--- src/logic/typeb_pkg.sv ---
// Constants, field layout and state codes for the Type B contactless framer.
// Assumes a 25 MHz system clock and demodulated, clock-synchronous link levels.
// What this block does
// - ASK NRZ in, BPSK subcarrier out, two rates.
// - LSB first, start, eight data, stop, no parity.
// - Every frame has start and end markers.
// - Data field at most 256 bytes, fully buffered.
// - Block is control byte, information, two CRC bytes.
// - Information field holds 0 to 253 bytes.
// - First byte is decoded as protocol control.
// - Device never adds identifier or address fields.
// - Information, receive-ready and supervisory block types exist.
// - Deselect supported; wait extension never issued.
// - Chaining supported; frame size at least 64 bytes.
package typeb_pkg;
   localparam int CLOCK_KHZ  = 25000;
   localparam int FC_KHZ     = 13560;
   localparam int SUB_KHZ    = 848;
   localparam int ETU_FC_106 = 128;
   localparam int ETU_FC_212 = 64;
   localparam logic [11:0] ETU_106  = 12'(CLOCK_KHZ * ETU_FC_106 / FC_KHZ);
   localparam logic [11:0] ETU_212  = 12'(CLOCK_KHZ * ETU_FC_212 / FC_KHZ);
   localparam logic [11:0] SUB_HALF = 12'(CLOCK_KHZ / (2 * SUB_KHZ));
   localparam logic [3:0] SOF_LOW_ETU  = 4'ha;
   localparam logic [3:0] SOF_ALL_ETU  = 4'hc;
   localparam logic [3:0] EOF_LOW_ETU  = 4'ha;
   localparam logic [3:0] CHAR_BITS    = 4'ha;
   localparam logic [3:0] STOP_BIT     = 4'h9;
   localparam int MAX_FIELD = 256;
   localparam int MIN_FRAME = 64;
   localparam int MAX_INF   = 253;
   localparam int MIN_BLOCK = 3;
   localparam logic [15:0] CRC_INIT    = 16'hffff;
   localparam logic [15:0] CRC_POLY    = 16'h8408;
   localparam logic [15:0] CRC_RESIDUE = 16'hf0b8;
   localparam int PCB_TYPE_HI = 7;
   localparam int PCB_TYPE_LO = 6;
   localparam int PCB_SFN_HI  = 5;
   localparam int PCB_SFN_LO  = 4;
   localparam int PCB_CHAIN   = 4;
   localparam int PCB_CID     = 3;
   localparam int PCB_NAD     = 2;
   localparam logic [1:0] TYPE_I     = 2'h0;
   localparam logic [1:0] TYPE_R     = 2'h2;
   localparam logic [1:0] TYPE_S     = 2'h3;
   localparam logic [1:0] S_DESELECT = 2'h0;
   localparam logic [1:0] S_WTX      = 2'h3;
   localparam logic [7:0] PCB_STRIP  = 8'hf3;
   typedef enum logic [1:0] {RX_IDLE = 2'h0, RX_WAIT = 2'h1, RX_BITS = 2'h3} rx_state_t;
   typedef enum logic [2:0] {
      TX_IDLE = 3'h0, TX_PCB = 3'h1, TX_SOF = 3'h3, TX_CHAR = 3'h7, TX_EOF = 3'h6
   } tx_state_t;
endpackage

--- src/logic/typeb_contactless_framer.sv ---
// Bit-level Type B framer: deframes reader frames into a buffer, frames device answers.
// Assumes rx_level is the demodulated ASK level and the answer bytes come from a user stream.
`timescale 1ns/1ns
module typeb_contactless_framer #(
   parameter int FRAME_SIZE = typeb_pkg::MAX_FIELD
) (
   input  wire logic       clock,
   input  wire logic       rst,
   input  wire logic       ce,
   input  wire logic       rate_212,
   input  wire logic       rx_level,
   input  wire logic [7:0] rd_addr,
   input  wire logic       tx_start,
   input  wire logic [7:0] tx_data,
   input  wire logic       tx_valid,
   input  wire logic       tx_last,
   output logic [7:0]      rd_data,
   output logic            rx_done,
   output logic            rx_ok,
   output logic [8:0]      rx_len,
   output logic [1:0]      rx_type,
   output logic            rx_chaining,
   output logic            rx_deselect,
   output logic            tx_ready,
   output logic            tx_busy,
   output logic            tx_err,
   output logic            tx_mod
);
   initial begin
      if (FRAME_SIZE < typeb_pkg::MIN_FRAME || FRAME_SIZE > typeb_pkg::MAX_FIELD) begin
         $error("FRAME_SIZE out of range");
      end
   end

   function automatic logic [15:0] crc_b(input logic [15:0] crc, input logic [7:0] data);
      logic [15:0] c;
      c = crc ^ {8'h00, data};
      for (int i = 0; i < 8; i++) begin
         c = c[0] ? ((c >> 1) ^ typeb_pkg::CRC_POLY) : (c >> 1);
      end
      return c;
   endfunction

   logic [11:0] etu;
   assign etu = rate_212 ? typeb_pkg::ETU_212 : typeb_pkg::ETU_106;

   ////////////////////////////////////////////////////////////////////////////////////
   // Receive side. The whole data field is kept so the upper layer can parse it late.
   typeb_pkg::rx_state_t rx_state, next_rx_state;
   logic [7:0]  rx_mem [typeb_pkg::MAX_FIELD];
   logic [11:0] rx_cnt, next_rx_cnt;
   logic [3:0]  rx_bitn, next_rx_bitn;
   logic [7:0]  rx_shift, next_rx_shift;
   logic [8:0]  rx_count, next_rx_count;
   logic [15:0] rx_crc, next_rx_crc;
   logic        rx_big, next_rx_big;
   logic [7:0]  rx_pcb, next_rx_pcb;
   logic        rx_we;
   logic        next_rx_done, next_rx_ok;
   logic [8:0]  next_rx_len;
   logic [1:0]  next_rx_type;
   logic        next_rx_chaining, next_rx_deselect;

   always_comb begin
      next_rx_state    = rx_state;
      next_rx_cnt      = rx_cnt;
      next_rx_bitn     = rx_bitn;
      next_rx_shift    = rx_shift;
      next_rx_count    = rx_count;
      next_rx_crc      = rx_crc;
      next_rx_big      = rx_big;
      next_rx_pcb      = rx_pcb;
      rx_we            = 1'b0;
      next_rx_done     = 1'b0;
      next_rx_ok       = rx_ok;
      next_rx_len      = rx_len;
      next_rx_type     = rx_type;
      next_rx_chaining = rx_chaining;
      next_rx_deselect = rx_deselect;
      unique case (rx_state)
         typeb_pkg::RX_IDLE: begin
            if (!rx_level) begin
               if (rx_cnt != 12'hfff) begin
                  next_rx_cnt = rx_cnt + 12'h001;
               end
            end else begin
               // A long low followed by high is the start marker.
               if (rx_cnt >= 12'(typeb_pkg::SOF_LOW_ETU * etu)) begin
                  next_rx_state = typeb_pkg::RX_WAIT;
                  next_rx_count = 9'h000;
                  next_rx_crc   = typeb_pkg::CRC_INIT;
                  next_rx_big   = 1'b0;
               end
               next_rx_cnt = 12'h000;
            end
         end
         typeb_pkg::RX_WAIT: begin
            if (!rx_level) begin
               next_rx_state = typeb_pkg::RX_BITS;
               next_rx_cnt   = etu >> 1;
               next_rx_bitn  = 4'h0;
            end
         end
         typeb_pkg::RX_BITS: begin
            if (rx_cnt != 12'h000) begin
               next_rx_cnt = rx_cnt - 12'h001;
            end else begin
               next_rx_cnt  = etu - 12'h001;
               next_rx_bitn = rx_bitn + 4'h1;
               if (rx_bitn == 4'h0) begin
                  if (rx_level) begin
                     next_rx_state = typeb_pkg::RX_IDLE; // Glitch, not a start bit.
                     next_rx_cnt   = 12'h000;
                  end
               end else if (rx_bitn != typeb_pkg::STOP_BIT) begin
                  next_rx_shift = {rx_level, rx_shift[7:1]};
               end else if (rx_level) begin
                  next_rx_state = typeb_pkg::RX_WAIT;
                  if (rx_count == 9'(FRAME_SIZE)) begin
                     next_rx_big = 1'b1;
                  end else begin
                     rx_we         = 1'b1;
                     next_rx_count = rx_count + 9'h001;
                     next_rx_crc   = crc_b(rx_crc, rx_shift);
                     if (rx_count == 9'h000) begin
                        next_rx_pcb = rx_shift;
                     end
                  end
               end else begin
                  // Low stop bit: end marker when the data bits were all low, else bad.
                  next_rx_state    = typeb_pkg::RX_IDLE;
                  next_rx_cnt      = 12'h000;
                  next_rx_done     = 1'b1;
                  next_rx_len      = rx_count;
                  next_rx_type     = rx_pcb[typeb_pkg::PCB_TYPE_HI:typeb_pkg::PCB_TYPE_LO];
                  next_rx_chaining = (next_rx_type == typeb_pkg::TYPE_I)
                                     && rx_pcb[typeb_pkg::PCB_CHAIN];
                  next_rx_deselect = (next_rx_type == typeb_pkg::TYPE_S)
                                     && (rx_pcb[typeb_pkg::PCB_SFN_HI:typeb_pkg::PCB_SFN_LO]
                                         == typeb_pkg::S_DESELECT);
                  // An identifier flag, or an address flag on an information block, marks a block this device cannot parse.
                  next_rx_ok = (rx_shift == 8'h00) && !rx_big
                               && (rx_count >= 9'(typeb_pkg::MIN_BLOCK))
                               && (rx_crc == typeb_pkg::CRC_RESIDUE)
                               && !rx_pcb[typeb_pkg::PCB_CID]
                               && !((next_rx_type == typeb_pkg::TYPE_I)
                                    && rx_pcb[typeb_pkg::PCB_NAD])
                               && !((next_rx_type == typeb_pkg::TYPE_R)
                                    && (rx_count != 9'(typeb_pkg::MIN_BLOCK)));
               end
            end
         end
         default: begin
            next_rx_state = typeb_pkg::RX_IDLE;
         end
      endcase
   end

   always_ff @(posedge clock or posedge rst) begin
      if (rst) begin
         rx_state    <= typeb_pkg::RX_IDLE;
         rx_cnt      <= 12'h000;
         rx_bitn     <= 4'h0;
         rx_shift    <= 8'h00;
         rx_count    <= 9'h000;
         rx_crc      <= typeb_pkg::CRC_INIT;
         rx_big      <= 1'b0;
         rx_pcb      <= 8'h00;
         rx_done     <= 1'b0;
         rx_ok       <= 1'b0;
         rx_len      <= 9'h000;
         rx_type     <= 2'h0;
         rx_chaining <= 1'b0;
         rx_deselect <= 1'b0;
      end else if (ce) begin
         rx_state    <= next_rx_state;
         rx_cnt      <= next_rx_cnt;
         rx_bitn     <= next_rx_bitn;
         rx_shift    <= next_rx_shift;
         rx_count    <= next_rx_count;
         rx_crc      <= next_rx_crc;
         rx_big      <= next_rx_big;
         rx_pcb      <= next_rx_pcb;
         rx_done     <= next_rx_done;
         rx_ok       <= next_rx_ok;
         rx_len      <= next_rx_len;
         rx_type     <= next_rx_type;
         rx_chaining <= next_rx_chaining;
         rx_deselect <= next_rx_deselect;
      end
   end

   // The buffer has no reset; only bytes below rx_len are meaningful.
   always_ff @(posedge clock) begin
      if (ce) begin
         if (rx_we) begin
            rx_mem[rx_count[7:0]] <= rx_shift;
         end
         rd_data <= rx_mem[rd_addr];
      end
   end

   ////////////////////////////////////////////////////////////////////////////////////
   // Transmit side. The source may pause between bytes; the line then idles high.
   typeb_pkg::tx_state_t tx_state, next_tx_state;
   logic [11:0] tx_cnt, next_tx_cnt;
   logic [3:0]  tx_etu, next_tx_etu;
   logic [9:0]  tx_shift, next_tx_shift;
   logic [1:0]  tx_sel, next_tx_sel;
   logic [8:0]  tx_count, next_tx_count;
   logic [15:0] tx_crc, next_tx_crc;
   logic        tx_line, next_tx_line;
   logic        next_tx_ready, next_tx_err, next_tx_busy;
   logic [11:0] sub_cnt;
   logic        sub_clk;
   logic        take;

   always_comb begin
      next_tx_state = tx_state;
      next_tx_cnt   = tx_cnt;
      next_tx_etu   = tx_etu;
      next_tx_shift = tx_shift;
      next_tx_sel   = tx_sel;
      next_tx_count = tx_count;
      next_tx_crc   = tx_crc;
      next_tx_line  = tx_line;
      next_tx_ready = 1'b0;
      next_tx_err   = 1'b0;
      take          = 1'b0;
      unique case (tx_state)
         typeb_pkg::TX_IDLE: begin
            next_tx_line = 1'b1;
            if (tx_start) begin
               next_tx_state = typeb_pkg::TX_PCB;
            end
         end
         typeb_pkg::TX_PCB: begin
            if (tx_valid) begin
               next_tx_ready = 1'b1;
               if (tx_data[typeb_pkg::PCB_TYPE_HI:typeb_pkg::PCB_SFN_LO]
                   == {typeb_pkg::TYPE_S, typeb_pkg::S_WTX}) begin
                  next_tx_state = typeb_pkg::TX_IDLE;
                  next_tx_err   = 1'b1;
               end else begin
                  next_tx_state = typeb_pkg::TX_SOF;
                  next_tx_shift = {1'b1, tx_data & typeb_pkg::PCB_STRIP, 1'b0};
                  next_tx_crc   = crc_b(typeb_pkg::CRC_INIT, tx_data & typeb_pkg::PCB_STRIP);
                  next_tx_sel   = tx_last ? 2'h1 : 2'h0;
                  next_tx_count = 9'h001;
                  next_tx_cnt   = etu - 12'h001;
                  next_tx_etu   = 4'h0;
                  next_tx_line  = 1'b0;
               end
            end
         end
         typeb_pkg::TX_SOF: begin
            if (tx_cnt != 12'h000) begin
               next_tx_cnt = tx_cnt - 12'h001;
            end else begin
               next_tx_cnt  = etu - 12'h001;
               next_tx_etu  = tx_etu + 4'h1;
               next_tx_line = (next_tx_etu >= typeb_pkg::SOF_LOW_ETU);
               if (next_tx_etu == typeb_pkg::SOF_ALL_ETU) begin
                  next_tx_state = typeb_pkg::TX_CHAR;
                  next_tx_etu   = 4'h0;
                  next_tx_line  = tx_shift[0];
               end
            end
         end
         typeb_pkg::TX_CHAR: begin
            if (tx_cnt != 12'h000) begin
               next_tx_cnt = tx_cnt - 12'h001;
            end else if (tx_etu + 4'h1 < typeb_pkg::CHAR_BITS) begin
               next_tx_cnt   = etu - 12'h001;
               next_tx_etu   = tx_etu + 4'h1;
               next_tx_shift = tx_shift >> 1;
               next_tx_line  = next_tx_shift[0];
            end else if (tx_sel == 2'h0 && !tx_valid) begin
               next_tx_line = 1'b1; // Extra guard time while the source stalls.
            end else begin
               next_tx_cnt  = etu - 12'h001;
               next_tx_etu  = 4'h0;
               if (tx_sel == 2'h0) begin
                  take          = 1'b1;
                  next_tx_ready = 1'b1;
                  next_tx_count = tx_count + 9'h001;
                  next_tx_crc   = crc_b(tx_crc, tx_data);
                  next_tx_shift = {1'b1, tx_data, 1'b0};
                  if (tx_last || tx_count == 9'(typeb_pkg::MAX_INF)) begin
                     next_tx_sel = 2'h1;
                     next_tx_err = !tx_last;
                  end
               end else if (tx_sel == 2'h1) begin
                  next_tx_shift = {1'b1, ~tx_crc[7:0], 1'b0};
                  next_tx_sel   = 2'h2;
               end else if (tx_sel == 2'h2) begin
                  next_tx_shift = {1'b1, ~tx_crc[15:8], 1'b0};
                  next_tx_sel   = 2'h3;
               end else begin
                  next_tx_state = typeb_pkg::TX_EOF;
                  next_tx_shift = 10'h000;
               end
               next_tx_line = next_tx_shift[0];
            end
         end
         typeb_pkg::TX_EOF: begin
            if (tx_cnt != 12'h000) begin
               next_tx_cnt = tx_cnt - 12'h001;
            end else begin
               next_tx_cnt = etu - 12'h001;
               next_tx_etu = tx_etu + 4'h1;
               if (next_tx_etu == typeb_pkg::EOF_LOW_ETU) begin
                  next_tx_state = typeb_pkg::TX_IDLE;
                  next_tx_line  = 1'b1;
               end
            end
         end
         default: begin
            next_tx_state = typeb_pkg::TX_IDLE;
         end
      endcase
      next_tx_busy = (next_tx_state != typeb_pkg::TX_IDLE);
   end

   always_ff @(posedge clock or posedge rst) begin
      if (rst) begin
         tx_state <= typeb_pkg::TX_IDLE;
         tx_cnt   <= 12'h000;
         tx_etu   <= 4'h0;
         tx_shift <= 10'h3ff;
         tx_sel   <= 2'h0;
         tx_count <= 9'h000;
         tx_crc   <= typeb_pkg::CRC_INIT;
         tx_line  <= 1'b1;
         tx_ready <= 1'b0;
         tx_err   <= 1'b0;
         tx_busy  <= 1'b0;
         sub_cnt  <= 12'h000;
         sub_clk  <= 1'b0;
         tx_mod   <= 1'b0;
      end else if (ce) begin
         tx_state <= next_tx_state;
         tx_cnt   <= next_tx_cnt;
         tx_etu   <= next_tx_etu;
         tx_shift <= next_tx_shift;
         tx_sel   <= next_tx_sel;
         tx_count <= next_tx_count;
         tx_crc   <= next_tx_crc;
         tx_line  <= next_tx_line;
         tx_ready <= next_tx_ready;
         tx_err   <= next_tx_err;
         tx_busy  <= next_tx_busy;
         sub_cnt  <= (sub_cnt == typeb_pkg::SUB_HALF - 12'h001) ? 12'h000 : sub_cnt + 12'h001;
         sub_clk  <= (sub_cnt == typeb_pkg::SUB_HALF - 12'h001) ? ~sub_clk : sub_clk;
         // Phase of the subcarrier follows the line level; silent outside frames.
         tx_mod   <= (tx_state != typeb_pkg::TX_IDLE && tx_state != typeb_pkg::TX_PCB)
                     && (sub_clk ^ ~tx_line);
      end
   end
endmodule

--- config.mk ---
export PLATFORM = sky130hd
export DESIGN_NAME = typeb_contactless_framer
export DESIGN_NICKNAME = d
export VERILOG_FILES = /design/src/logic/typeb_pkg.sv /design/src/logic/typeb_contactless_framer.sv
export SDC_FILE = /design/constraint.sdc
export NUM_CORES = 2
export LEC_CHECK = 0
export ABC_CLOCK_PERIOD_IN_PS = 5200
export BUFFER_PORTS_ARGS = -buffer_cell sky130_fd_sc_hd__buf_4
export CAP_MARGIN = 20
export CORE_MARGIN = 1.5
export CORE_UTILIZATION = 30
export CTS_BUF_LIST = sky130_fd_sc_hd__clkbuf_16
export DETAILED_ROUTE_END_ITERATION = 16
export PLACE_DENSITY_LB_ADDON = 0.12
export SLEW_MARGIN = 10
export SYNTH_ARGS = -nofsm -noshare
export SYNTH_HDL_FRONTEND = slang
export SYNTH_SLANG_ARGS = --single-unit
--- constraint.sdc ---
create_clock -name clock -period 5.2 [get_ports clock]
set_input_delay 0.52 -clock clock [delete_from_list [all_inputs] [get_ports clock]]
set_output_delay 0.52 -clock clock [all_outputs]
set_load 0.02 [all_outputs]
==> results.tsv <==
stage	metric	value	unit
timing	skew	62.7	ps
layout	drive_gt1_frac	0.255	
power	power.internal	30700	µW
power	clockPowerShare	0.416	
cts	clockRootBuffer	clkbuf_16	
floorplan	fp.coreArea	0.294	mm²
run_status	outcome	complete, no violations	
logic_synthesis	ys_ff_latch	2203	
drt	drtAntennaViolNets	0	
floorplan	die_h	546	µm
critical_path	end_kind	flip-flop	
floorplan	dieArea	0.298	mm²
cts	post_cts.repair.setup_buffers	0	
floorplan	initial_core_util	0.301	
run	cap_violations	0	
layout	final_cell_mix	edfxtp_1, mux4_2, nor2_1	
cts	cts.sinks	2203	
floorplan	num_rows	199	
critical_path	worstPathCellList	nor4_1, a41oi_1, nand4_2, nor2_1, nand2_1, nor2_1	
timing	fin_crit	4170	ps
global_route	grt_pass1_wl	369	mm
critical_path	crit_path_top_delay_cell	nor2_1	
logic_synthesis	synth_ff_type	edfxtp_1	
layout	final_nets	4895	
global_route	grt-ovfl-total	0	
power	total_power	40400	µW
timing	rsz0062_at_grt	false	
power	swShare	0.241	
power	p_leak	0.0332	µW
power	vdd.ir_drop.worst	313	µV
layout	synthToLayoutAreaGrowth	15.7	%
power	seqPwrFrac	0.505	
critical_path	critPathMaxFanout	16	
logic_synthesis	synthDistinctLibCells	81	
cts	clk_latency	890	ps
cts	cts.path.max_buffers	4	
logic_synthesis	synth_area_leader_cell	edfxtp_1	
drt	wire_per_inst	29.1	µm
critical_path	worst-setup-path-type	flip-flop to flip-flop	
cts	ctsHoldBuffers	11	
cts	numCtsBuffers	247	
global_route	grt_max_degree	186	
timing	fin_setup_tns	0	ps
logic_synthesis	ys_warn_count	0	
worst_hold_path	hp-class	input port to flip-flop	
cts	path_clk_slew	60	ps
logic_synthesis	yosysSeqAreaShare	0.741	
critical_path	critPathArrivalTime	4680	ps
power	power_density	395	mW/mm²
power	power_switching	9730	µW
timing	finalHoldViolations	0	
timing	relSlewSlack	0.141	
logic_synthesis	synth_edf_count	2056	
logic_synthesis	syn_area	0.0884	mm²
drt	via_per_inst	5.01	
critical_path	cp.buffers_inverters	0	
global_route	grt_pass1_vias	46600	
critical_path	critical-path-top-delay-family	simple AND/OR/NAND/NOR gates	
drt	num_vias	44900	
placed_design	gp_congestion	0.774	
logic_synthesis	ys_top_cells_by_area	edfxtp_1, mux4_2, dfrtp_1, nor2_1, mux2i_1	
critical_path	cpPeakStageDelay	930	ps
drt	drt_iter0_drc	3913	
drt	drc	0	
power	pwr-share-comb	0.079	
logic_synthesis	syn_nets	4627	
critical_path	crit_required	5710	ps
placed_design	portBuffers	50	
drt	routed_wirelength	261	mm
timing	setup_violations	0	
placed_design	hpwl	163	mm
global_route	track_usage	0.173	
drt	drt_pass1_iterations	5	
cts	cts_tree	done	
timing	worst_pin_slew	1290	ps
logic_synthesis	synth-async-reset-ratio	0.0667	
floorplan	fp.dieW	546	µm
timing	max_freq	240	MHz
cts	cts_resized	0	
timing	slew_viol_final	0	
logic_synthesis	yosys.area.top_type_share	0.699	
logic_synthesis	synth_area_per_cell	19.3	µm²
critical_path	crit_top_cell	nor2_1	
layout	final_common_cell	edfxtp_1	
critical_path	worstSetupStartpointType	flip-flop	
logic_synthesis	netlist_instances	4576	
floorplan	pin_count	51	
global_route	antenna_found_initial	9	
timing	finalCritPeriodShare	0.802	
timing	whs	96.2	ps
cts	htreeDepth	4	
worst min-delay path, stage by stage:
cell      delay [ps]
buf_4            160
a221oi_1         100
o21ai_0          130
logic make-up after synthesis:
| logic type | synth area share |
|---|---|
| AO/OA/AOI/OAI | 0.0344 |
| XOR/XNOR | 0.00763 |
| adder cells (fa/ha/maj) | 0.00382 |
| buffers and inverters | 0.0165 |
| flip-flops | 0.741 |
| multiplexers | 0.155 |
| AND/OR/NAND/NOR | 0.0413 |
cell usage after synthesis, types with 43 or more instances:
cell type and count:
a21oi_1 84, a22oi_1 67, buf_2 60, clkbuf_1 126, dfrtp_1 104, dfstp_2 43, edfxtp_1 2056, mux2_2 63
mux2i_1 128, mux4_2 521, nand2_1 173, nand3_1 64, nor2_1 376, o21ai_0 113, xnor2_1 43
metal layers:
layer | vias to the layer above | share of wire | global-route usage
li1 | 19200 | - | -
met1 | 24300 | 0.45 | 0.242
met2 | 1118 | 0.49 | 0.284
met3 | 283 | 0.044 | 0.0244
met4 | 0 | 0.021 | 0.0376
met5 | - | 0 | 0
state kept, by name, summed over array words and instances (netlist names), 3 cells and up:
register and count:
rd_data 8, tx_cnt 12, tx_crc 16, rx_len 9
sub_cnt 12, tx_state 3, rx_pcb 6, rx_count 9
tx_etu 4, tx_count 9, rx_shift 8, rx_cnt 12
rx_bitn 4, rx_mem 2048, rx_crc 16, tx_shift 10
layout make-up:
cell class	instances	area, µm²
Antenna cell	2	5.00
Clock buffer	248	6210
Clock inverter	204	1480
Fill cell	27600	191000
Inverter	28	110
Multi-Input combinational cell	2078	21500
Sequential cell	2203	65500
Tap cell	3919	4900
Timing Repair Buffer	286	2560
power groups by stage:
| stage | logic, µW | clock network [µW] | registers [µW] |
|---|---|---|---|
| floorplan | 2210 | 0 | 20700 |
| global placement | 3210 | 0 | 20800 |
| detailed placement | 3240 | 0 | 20800 |
| CTS | 3250 | 17200 | 20400 |
| global route | 3540 | 17900 | 20500 |
| finish | 3190 | 16800 | 20400 |
worst paths after layout:
check,startpoint,end,slack [ps],cells after the start
setup / recovery,rx_count[6],rx_mem[177][2],1030,6
hold / removal,rate_212,rx_cnt[1],100,3
setup reg to reg,rx_count[6],rx_mem[177][2],1030,6
hold reg to reg,tx_shift[4],tx_shift[4],450,2
max in group asynchronous,rst,rx_shift[6],3720,4
min in group asynchronous,rst,tx_state[2],280,3
through the flow:
stage,setup slack [ps],utilization,instance area [µm²],instances
final,1030,0.348,102000,8968
after global routing,844,0.348,102000,8967
after CTS,978,0.348,102000,8964
after detailed placement,461,0.322,94400,8501
after global placement,488,0.322,94400,8500
after floorplan,475,-,88400,4576
No activity file was read; power rests on OpenSTA's default activity.
